==> config.mk <==
export PLATFORM = sky130hd
export DESIGN_NAME = bdvs_ctrl
export DESIGN_NICKNAME = d
export VERILOG_FILES = /design/src/bdvs_ctrl.v
export VERILOG_INCLUDE_DIRS = /design/src /design/src/src
export SDC_FILE = /design/constraint.sdc
export NUM_CORES = 1
export LEC_CHECK = 0
export BUFFER_PORTS_ARGS = -buffer_cell sky130_fd_sc_hd__buf_2
export CAP_MARGIN = 20
export CORE_AREA = 2 2 186 188
export CTS_CLUSTER_SIZE = 40
export DETAILED_ROUTE_END_ITERATION = 7
export DIE_AREA = 0 0 188 190
export GPL_ROUTABILITY_DRIVEN = 1
export GPL_TIMING_DRIVEN = 0
export HOLD_SLACK_MARGIN = 0.08
export PLACE_DENSITY_LB_ADDON = 0.08
export SLEW_MARGIN = 20
export SYNTH_ARGS = -nofsm -noshare
export SYNTH_HDL_FRONTEND = slang
export SYNTH_SLANG_ARGS = --single-unit
==> constraint.sdc <==
create_clock -name clock_i -period 4.1 [get_ports clock_i]
set_clock_uncertainty 0.15 [all_clocks]
set_input_delay 0.82 -clock clock_i [delete_from_list [all_inputs] [get_ports clock_i]]
set_output_delay 0.82 -clock clock_i [all_outputs]
set_load 0.03 [all_outputs]
==> src/bdvs_map.vh <==
`ifndef BDVS_MAP_VH
`define BDVS_MAP_VH

// channel register window
`define BDVS_NCH         4
`define BDVS_CH_BASE     8'h2e
`define BDVS_CH_STRIDE   8'h05
`define BDVS_OFS_NORM    8'h00
`define BDVS_OFS_STANDBY_REQUEST    8'h01
`define BDVS_OFS_SLEEP   8'h02
`define BDVS_OFS_MODE    8'h03
`define BDVS_OFS_CONF    8'h04

// status window
`define BDVS_CODE_BASE   8'h40
`define BDVS_STATUS      8'h44

// mode register fields
`define BDVS_MODE_LO     3
`define BDVS_MODE_HI     0
`define BDVS_KEEP_BIT    5

// conf register fields
`define BDVS_ILIM_BIT    0
`define BDVS_SPARE_BIT   1
`define BDVS_FREQ_HI     3
`define BDVS_FREQ_LO     2
`define BDVS_PHASE_HI    5
`define BDVS_PHASE_LO    4
`define BDVS_RATE_HI     7
`define BDVS_RATE_LO     6

// reset values
`define BDVS_RST_CODE    6'h00
`define BDVS_RST_MODE    4'h8
`define BDVS_RST_RATE    2'h1
`define BDVS_RST_FREQ    2'h0
`define BDVS_RST_PHASES  8'he4
`define BDVS_FREQ_RSVD   2'h3

// channel one voltage coding
`define BDVS_CH1_FLOOR   6'h0d
`define BDVS_ANY_FLOOR   6'h00
`define BDVS_MV_BASE     11'h271
`define BDVS_MV_STEP     11'h019

// ramp timing
`define BDVS_CLK_NS      100
`define BDVS_STEP_NS     2000
`define BDVS_BASE_CYC    (`BDVS_STEP_NS / `BDVS_CLK_NS)
`define BDVS_BASE_LAST   5'h13

`endif
==> src/bdvs_ctrl.v <==
// Operation
// - normal target from normal field, ramped
// - standby input picks standby field
// - standby entry/exit ramps at rate field
// - sleep entry ramps to sleep field
// - 25 mV per 2/4/8/16 us interval
// - rate field resets to code 01
// - overcurrent masked while ramp runs
// - phase codes give 0/90/180/270 degrees
// - power-up phases 0, 90, 180, 270
// - frequency codes 1/2/4 MHz, 11 reserved
// - any phase with any frequency
// - channel one: 0.625 V at code 0d plus 25 mV/code above it
// - field writes change that mode's voltage
// - turn-off: sleep if keep bit, else off
`include "bdvs_map.vh"

module bdvs_ctrl (
  input  wire        clock_i,            // 10 MHz system clock
  input  wire        nrst_i,             // async reset, active low
  input  wire [7:0]  addr_i,             // register address
  input  wire [7:0]  wdata_i,            // register write data
  input  wire        wr_i,               // write strobe
  input  wire        rd_i,               // read strobe
  output reg  [7:0]  rdata_o,            // read data, cycle after strobe
  input  wire        standby_request_i,  // standby pin
  input  wire        enable_i,           // enable pin, low is turn-off
  output wire [23:0] out_code_o,         // live set point code per channel
  output wire [3:0]  chan_on_o,          // channel regulating
  output wire [3:0]  chan_sleep_o,       // channel in sleep
  output wire [3:0]  ocp_mask_o,         // overcurrent mask, ramp running
  output reg  [7:0]  clock_phase_o,      // phase code per channel
  output reg  [7:0]  switch_freq_o,      // frequency code per channel
  output reg  [10:0] channel_one_mv_o    // channel one output in mV
);

  reg [5:0] normal_setpoint_r  [0:3];
  reg [5:0] standby_setpoint_r [0:3];
  reg [5:0] sleep_setpoint_r   [0:3];
  reg [3:0] switch_mode_r      [0:3];
  reg       sleep_keep_on_r    [0:3];
  reg       ilim_r             [0:3];
  reg       spare_r            [0:3];
  reg [1:0] switch_freq_sel_r  [0:3];
  reg [1:0] clock_phase_sel_r  [0:3];
  reg [1:0] ramp_rate_select_r [0:3];

  reg [2:0] standby_request_sync_r;
  reg [2:0] en_sync_r;
  reg       standby_request_lvl_r;
  reg       en_lvl_r;
  reg [4:0] base_cnt_r;
  reg       base_tick_r;
  reg [7:0] rd_nxt;
  reg [7:0] cb;
  integer   i;
  // each process owns its loop index, so no variable has two drivers
  integer   j;
  integer   k;

  wire [5:0] cur_code [0:3];

  // pins come from outside: three flops, accept when last two agree
  always @(posedge clock_i or negedge nrst_i) begin
    if (!nrst_i) begin
      standby_request_sync_r <= 3'h0;
      en_sync_r   <= 3'h0;
      standby_request_lvl_r  <= 1'b0;
      en_lvl_r    <= 1'b0;
    end else begin
      standby_request_sync_r <= {standby_request_sync_r[1:0], standby_request_i};
      en_sync_r   <= {en_sync_r[1:0], enable_i};
      if (standby_request_sync_r[1] == standby_request_sync_r[2]) begin
        standby_request_lvl_r <= standby_request_sync_r[2];
      end
      if (en_sync_r[1] == en_sync_r[2]) begin
        en_lvl_r <= en_sync_r[2];
      end
    end
  end

  always @(posedge clock_i or negedge nrst_i) begin
    if (!nrst_i) begin
      base_cnt_r  <= 5'h00;
      base_tick_r <= 1'b0;
    end else if (base_cnt_r == `BDVS_BASE_LAST) begin
      base_cnt_r  <= 5'h00;
      base_tick_r <= 1'b1;
    end else begin
      base_cnt_r  <= base_cnt_r + 5'h01;
      base_tick_r <= 1'b0;
    end
  end

  // register writes
  always @(posedge clock_i or negedge nrst_i) begin
    if (!nrst_i) begin
      for (i = 0; i < `BDVS_NCH; i = i + 1) begin
        normal_setpoint_r[i]  <= `BDVS_RST_CODE;
        standby_setpoint_r[i] <= `BDVS_RST_CODE;
        sleep_setpoint_r[i]   <= `BDVS_RST_CODE;
        switch_mode_r[i]      <= `BDVS_RST_MODE;
        sleep_keep_on_r[i]    <= 1'b0;
        ilim_r[i]             <= 1'b0;
        spare_r[i]            <= 1'b0;
        switch_freq_sel_r[i]  <= `BDVS_RST_FREQ;
        clock_phase_sel_r[i]  <= i[1:0];
        ramp_rate_select_r[i] <= `BDVS_RST_RATE;
      end
    end else if (wr_i) begin
      for (i = 0; i < `BDVS_NCH; i = i + 1) begin
        if (addr_i == (`BDVS_CH_BASE + `BDVS_CH_STRIDE * i[7:0] + `BDVS_OFS_NORM)) begin
          normal_setpoint_r[i] <= wdata_i[5:0];
        end else if (addr_i == (`BDVS_CH_BASE + `BDVS_CH_STRIDE * i[7:0]
                                + `BDVS_OFS_STANDBY_REQUEST)) begin
          standby_setpoint_r[i] <= wdata_i[5:0];
        end else if (addr_i == (`BDVS_CH_BASE + `BDVS_CH_STRIDE * i[7:0]
                                + `BDVS_OFS_SLEEP)) begin
          sleep_setpoint_r[i] <= wdata_i[5:0];
        end else if (addr_i == (`BDVS_CH_BASE + `BDVS_CH_STRIDE * i[7:0]
                                + `BDVS_OFS_MODE)) begin
          switch_mode_r[i]   <= wdata_i[`BDVS_MODE_LO:`BDVS_MODE_HI];
          sleep_keep_on_r[i] <= wdata_i[`BDVS_KEEP_BIT];
        end else if (addr_i == (`BDVS_CH_BASE + `BDVS_CH_STRIDE * i[7:0]
                                + `BDVS_OFS_CONF)) begin
          ilim_r[i]             <= wdata_i[`BDVS_ILIM_BIT];
          spare_r[i]            <= wdata_i[`BDVS_SPARE_BIT];
          clock_phase_sel_r[i]  <= wdata_i[`BDVS_PHASE_HI:`BDVS_PHASE_LO];
          ramp_rate_select_r[i] <= wdata_i[`BDVS_RATE_HI:`BDVS_RATE_LO];
          // reserved frequency code keeps the old one
          if (wdata_i[`BDVS_FREQ_HI:`BDVS_FREQ_LO] != `BDVS_FREQ_RSVD) begin
            switch_freq_sel_r[i] <= wdata_i[`BDVS_FREQ_HI:`BDVS_FREQ_LO];
          end
        end
      end
    end
  end

  // read mux, unmapped reads as zero
  always @* begin
    rd_nxt = 8'h00;
    cb     = `BDVS_CH_BASE;
    for (j = 0; j < `BDVS_NCH; j = j + 1) begin
      if (addr_i == cb + `BDVS_OFS_NORM) begin
        rd_nxt = {2'h0, normal_setpoint_r[j]};
      end else if (addr_i == cb + `BDVS_OFS_STANDBY_REQUEST) begin
        rd_nxt = {2'h0, standby_setpoint_r[j]};
      end else if (addr_i == cb + `BDVS_OFS_SLEEP) begin
        rd_nxt = {2'h0, sleep_setpoint_r[j]};
      end else if (addr_i == cb + `BDVS_OFS_MODE) begin
        rd_nxt = {2'h0, sleep_keep_on_r[j], 1'b0, switch_mode_r[j]};
      end else if (addr_i == cb + `BDVS_OFS_CONF) begin
        rd_nxt = {ramp_rate_select_r[j], clock_phase_sel_r[j],
                  switch_freq_sel_r[j], spare_r[j], ilim_r[j]};
      end else if (addr_i == `BDVS_CODE_BASE + j[7:0]) begin
        rd_nxt = {2'h0, cur_code[j]};
      end
      cb = cb + `BDVS_CH_STRIDE;
    end
    if (addr_i == `BDVS_STATUS) begin
      rd_nxt = {chan_on_o, ocp_mask_o};
    end
  end

  always @(posedge clock_i or negedge nrst_i) begin
    if (!nrst_i) begin
      rdata_o <= 8'h00;
    end else if (rd_i) begin
      rdata_o <= rd_nxt;
    end else begin
      rdata_o <= 8'h00;
    end
  end

  // phase and frequency codes to the clock generator
  always @(posedge clock_i or negedge nrst_i) begin
    if (!nrst_i) begin
      clock_phase_o <= `BDVS_RST_PHASES;
      switch_freq_o <= 8'h00;
    end else begin
      for (k = 0; k < `BDVS_NCH; k = k + 1) begin
        clock_phase_o[2*k +: 2] <= clock_phase_sel_r[k];
        switch_freq_o[2*k +: 2] <= switch_freq_sel_r[k];
      end
    end
  end

  always @(posedge clock_i or negedge nrst_i) begin
    if (!nrst_i) begin
      channel_one_mv_o <= `BDVS_MV_BASE;
    end else begin
      channel_one_mv_o <= `BDVS_MV_BASE + `BDVS_MV_STEP
                          * ({5'h00, cur_code[0]} - {5'h00, `BDVS_CH1_FLOOR});
    end
  end

  genvar g;
  generate
    for (g = 0; g < `BDVS_NCH; g = g + 1) begin : ch
      wire [5:0] floor_code = (g == 0) ? `BDVS_CH1_FLOOR : `BDVS_ANY_FLOOR;
      reg  [5:0] cur_r;
      reg  [3:0] tcnt_r;
      reg        busy_r;
      reg        on_r;
      reg        slp_r;
      reg  [5:0] pick;
      reg  [5:0] tgt;
      reg  [3:0] span;

      always @* begin
        pick = standby_request_lvl_r ? standby_setpoint_r[g] : normal_setpoint_r[g];
        if (!en_lvl_r) begin
          pick = sleep_setpoint_r[g];
        end
        // undefined low codes are raised to the floor
        tgt = (pick < floor_code) ? floor_code : pick;
        // interval is base tick times 1, 2, 4 or 8
        span = 4'h1 << ramp_rate_select_r[g];
      end

      always @(posedge clock_i or negedge nrst_i) begin
        if (!nrst_i) begin
          cur_r  <= `BDVS_RST_CODE;
          tcnt_r <= 4'h0;
          busy_r <= 1'b0;
          on_r   <= 1'b0;
          slp_r  <= 1'b0;
        end else if (!en_lvl_r && !sleep_keep_on_r[g]) begin
          // turn-off without keep bit: channel off
          cur_r  <= floor_code;
          tcnt_r <= 4'h0;
          busy_r <= 1'b0;
          on_r   <= 1'b0;
          slp_r  <= 1'b0;
        end else begin
          // keep bit: stay on in sleep
          on_r  <= 1'b1;
          slp_r <= !en_lvl_r;
          if (cur_r == tgt) begin
            tcnt_r <= 4'h0;
            busy_r <= 1'b0;
          end else begin
            busy_r <= 1'b1;
            if (base_tick_r) begin
              if (tcnt_r + 4'h1 >= span) begin
                tcnt_r <= 4'h0;
                cur_r  <= (cur_r < tgt) ? cur_r + 6'h01 : cur_r - 6'h01;
              end else begin
                tcnt_r <= tcnt_r + 4'h1;
              end
            end
          end
        end
      end

      assign cur_code[g]       = cur_r;
      assign out_code_o[6*g +: 6] = cur_r;
      assign chan_on_o[g]      = on_r;
      assign chan_sleep_o[g]   = slp_r;
      assign ocp_mask_o[g]     = busy_r;
    end
  endgenerate

endmodule

==> results.md <==
* Layout cells sized above 1 at 26.9%
* VDD IR max at 0.000340 V
* Antenna violations before repair at 4
* Status: complete, no violations
* TritonCTS clock tree: done
* Starting density of the core at 39.4%
* Worst-path cell chain: buf_4, clkinvlp_4, ha_2, ha_1, fa_1, ha_1, inv_1, fa_1, inv_1, ha_1, nor2b_1, o21a_1, o41ai_2, xnor2_1
* FMAX at 257 MHz
* First-pass GRT wire length at 67,400 um
* Slew headroom at 28.8%
* GRT Overall Usage at 25.3%
* # port buffers at 89
* Sequential share of power at 37.8%
* CTS clk-pin slew, worst paths at 0.06 ns
* Yosys reg bits at 225
* WL final at 45,200 um
* Final Hold Viols at 0
* Tcrit/Tclk final at 94.8%
* Net Sw Power at 1.96 mW
* Global placement routability congestion at 0.965
* Post-DRT Antenna Nets at 0
* Layout net count at 1,527
* Syn Area/Cell at 10.5 um2
* Sw Share at 29.8%
* Root buf cell: clkbuf_16
* Net Count, Synth at 1,395
* CP required at 4.38 ns
* RSZ-0062 raised after global routing: true
* Post-synthesis sequential area ratio at 42.3%
* Post-synth EDFFs at 0
* Setup_tns at 0 ns
* Post-synthesis mux area share at 13.5%
* Hold slack at 0.200 ns
* Largest net degree at the start of global routing at 97
* Mapped cell area at 0.0134 mm2
* Final setup viols at 0
* Post-Synth XOR/XNOR Area at 2.81%
* DIE HEIGHT at 190 um
* Worst-Skew Late Latency at 0.55 ns
* Worst Setup Start Kind: flop
* Fillers at 3,273
* HP Class: reg2reg
* Kind of critical path: reg2reg
* Syn. warnings at 0
* Clock group share of total power at 41.3%
* First-pass DRT Iterations at 5
* Critical Path AT at 4.17 ns
* Core ar. at 0.0339 mm2
* CP Max Fanout at 8
* Fin util at 46.4%
* Die width at 188 um
* Leakage Power at 7.42 nW
* Die area at 0.0357 mm2
* DRC viols at 0
* Vias in the first global route at 10.3k
* Post-Syn Instances at 1,280
* Number of buffers created by CTS at 27
* Combinational share of power at 20.9%
* Most frequent CP cell: ha_1
* Htree depth at 1
* Least-Margin Pin Slew at 1.07 ns
* Count of cell types in the netlist at 89
* Synth Area in Compound Gates at 15.5%
* Crit end category: flop
* Synth Area in Simple Gates at 12.3%
* Clk sinks at 225
* Min Tclk post-route at 3.89 ns
* Final setup margin at 0.213 ns
* Largest family of logic cells by synthesized area: compound AO/OA/AOI/OAI gates
* Asr flop ratio synth at 100%
* DP HPWL at 33,000 um
* Io pins at 93
* Slew Viols, Final at 0
* CP peak stage delay at 0.49 ns
* Vias/cell at 5.60
* Routed via count at 10.6k
* Clk buf depth at 3
* Crit-path slowest cell: fa_1
* Max-cap violation count at 0
* Wire length per cell at 23.9 um
* Pre-CTS setup slack at -0.928 ns
* Drt initial violations at 698
* Pint at 4.62 mW
* Power Density at 418 mW/mm2
* Total gr overflow at 0
* Area delta synth->final at 17.7%
* Row count at 68
* Adder-Cell Fraction of Synth Area at 9.40%
* Ys flop type: dfrtp_1
## cell usage after synthesis, drive strengths merged, types with 33 or more instances
library cell | instances | area share, %
o21ai | 59 | 2.2
nor2 | 90 | 2.8
a21oi | 73 | 2.7
nand3 | 45 | 1.9
inv | 50 | 1.4
buf | 44 | 2.0
mux2i | 42 | 3.1
ha | 83 | 7.8
dfrtp | 204 | 38
mux2 | 117 | 10
xnor2 | 33 | 2.2
nand2 | 100 | 2.9
## worst paths after layout
| check | startpoint | end | slack (ns) | cells past startpoint |
|---|---|---|---|---|
| setup / recovery | ch[0].cur_r[0] | channel_one_mv_o[10] | 0.21 | 14 |
| hold / removal | en_sync_r[0] | en_sync_r[1] | 0.20 | 0 |
| setup reg to reg | ch[0].cur_r[0] | channel_one_mv_o[10] | 0.21 | 14 |
| hold reg to reg | en_sync_r[0] | en_sync_r[1] | 0.20 | 0 |
| max in group asynchronous | nrst_i | rdata_o[2] | 2.33 | 3 |
| min in group asynchronous | nrst_i | channel_one_mv_o[10] | 0.61 | 2 |
## cells by family after synthesis
logic type | Yosys count
simple gates | 328
compound gates | 305
xor+xnor | 43
flops | 225
buf+inv | 123
mux | 161
fa+ha+maj | 95
## metal layers
layer	global-route usage [%]	wire (um)	vias up	part of all wire, %
met2	37.1	19400	384	43
li1	-	-	4905	-
met1	36.7	21100	5241	47
met3	5.87	3550	55	7.9
met4	8.03	1220	0	2.7
met5	0	0	-	0
## state kept, by name, indices dropped and copies added, names as in the netlist, 11 cells and up
name,flops
channel_one_mv_o,11
sleep_setpoint_r,24
switch_mode_r,16
ch.cur_r,24
standby_setpoint_r,24
normal_setpoint_r,24
ch.tcnt_r,16
## through the flow
| stage | area, um2 | total power, mW | std cells |
|---|---|---|---|
| 3_3_place_gp | 14400 | 3.80 | 1824 |
| 2_1_floorplan | 13400 | 3.38 | 1280 |
| 3_5_place_dp | 14500 | 3.82 | 1826 |
| 5_1_grt | 15800 | 6.89 | 1888 |
| 4_1_cts | 15600 | 6.58 | 1876 |
| 6_report | 15800 | 6.58 | 1889 |
## area by class of cell
| cell class | instances | area (um2) | share of cell area [%] |
|---|---|---|---|
| inverter | 50 | 191 | 1.22 |
| tap | 455 | 569 | 3.61 |
| timing repair buffer | 104 | 611 | 3.88 |
| multi-input combinational | 932 | 7250 | 46.0 |
| clock buffer | 36 | 749 | 4.76 |
| sequential | 225 | 5660 | 35.9 |
| buffer | 72 | 457 | 2.90 |
| clock inverter | 14 | 265 | 1.68 |
| antenna | 1 | 2.50 | 0.0159 |
## cell usage in the layout (no fill, tap or decap), types with 9 or more instances in the layout
| master | count |
|---|---|
| a211oi_1 | 12 |
| a21o_1 | 24 |
| a21oi_1 | 67 |
| a22o_1 | 12 |
| a31oi_1 | 20 |
| and2_1 | 9 |
| buf_2 | 109 |
| buf_4 | 28 |
| clkbuf_1 | 27 |
| clkbuf_16 | 27 |
| dfrtp_1 | 201 |
| dfstp_2 | 21 |
| fa_1 | 10 |
| ha_1 | 82 |
| inv_1 | 48 |
| mux2_2 | 110 |
| mux2i_1 | 42 |
| nand2_1 | 97 |
| nand2b_1 | 21 |
| nand3_1 | 43 |
| nor2_1 | 84 |
| nor2b_1 | 19 |
| nor3_1 | 12 |
| o211ai_1 | 11 |
| o21ai_0 | 53 |
| o22ai_1 | 10 |
| xnor2_1 | 32 |
| xor2_1 | 9 |
## power groups by stage
stage	Sequential (mW)	Combinational (mW)	Clock, mW
final	2.49	1.38	2.72
after CTS	2.49	1.32	2.77
after detailed placement	2.52	1.31	0
after global routing	2.50	1.52	2.87
after floorplan	2.54	0.840	0
after global placement	2.52	1.28	0
## repair_timing
| item | 4_1_cts | 5_1_grt |
|---|---|---|
| setup buffers | 0 | 12 |
| pin swaps | 2 | 3 |
| hold buffers | 1 | 0 |
| endpoints found under the hold margin | 43 | 0 |
| resized for setup | 27 | 28 |
| setup endpoints to repair | 31 | 9 |
## worst max-delay path, delay by kind of cell, from the launching register on
kind | cells | cell delay [ns]
xor gates and xnor gates | 1 | 0.10
buffers and inverters | 4 | 0.41
adders and majority gates | 6 | 2.12
AOI/OAI and AO/OA | 2 | 0.43
and+or+nand+nor | 1 | 0.14
DFF | 1 | 0.41
Note: power is estimated with default switching activity, not from simulation.
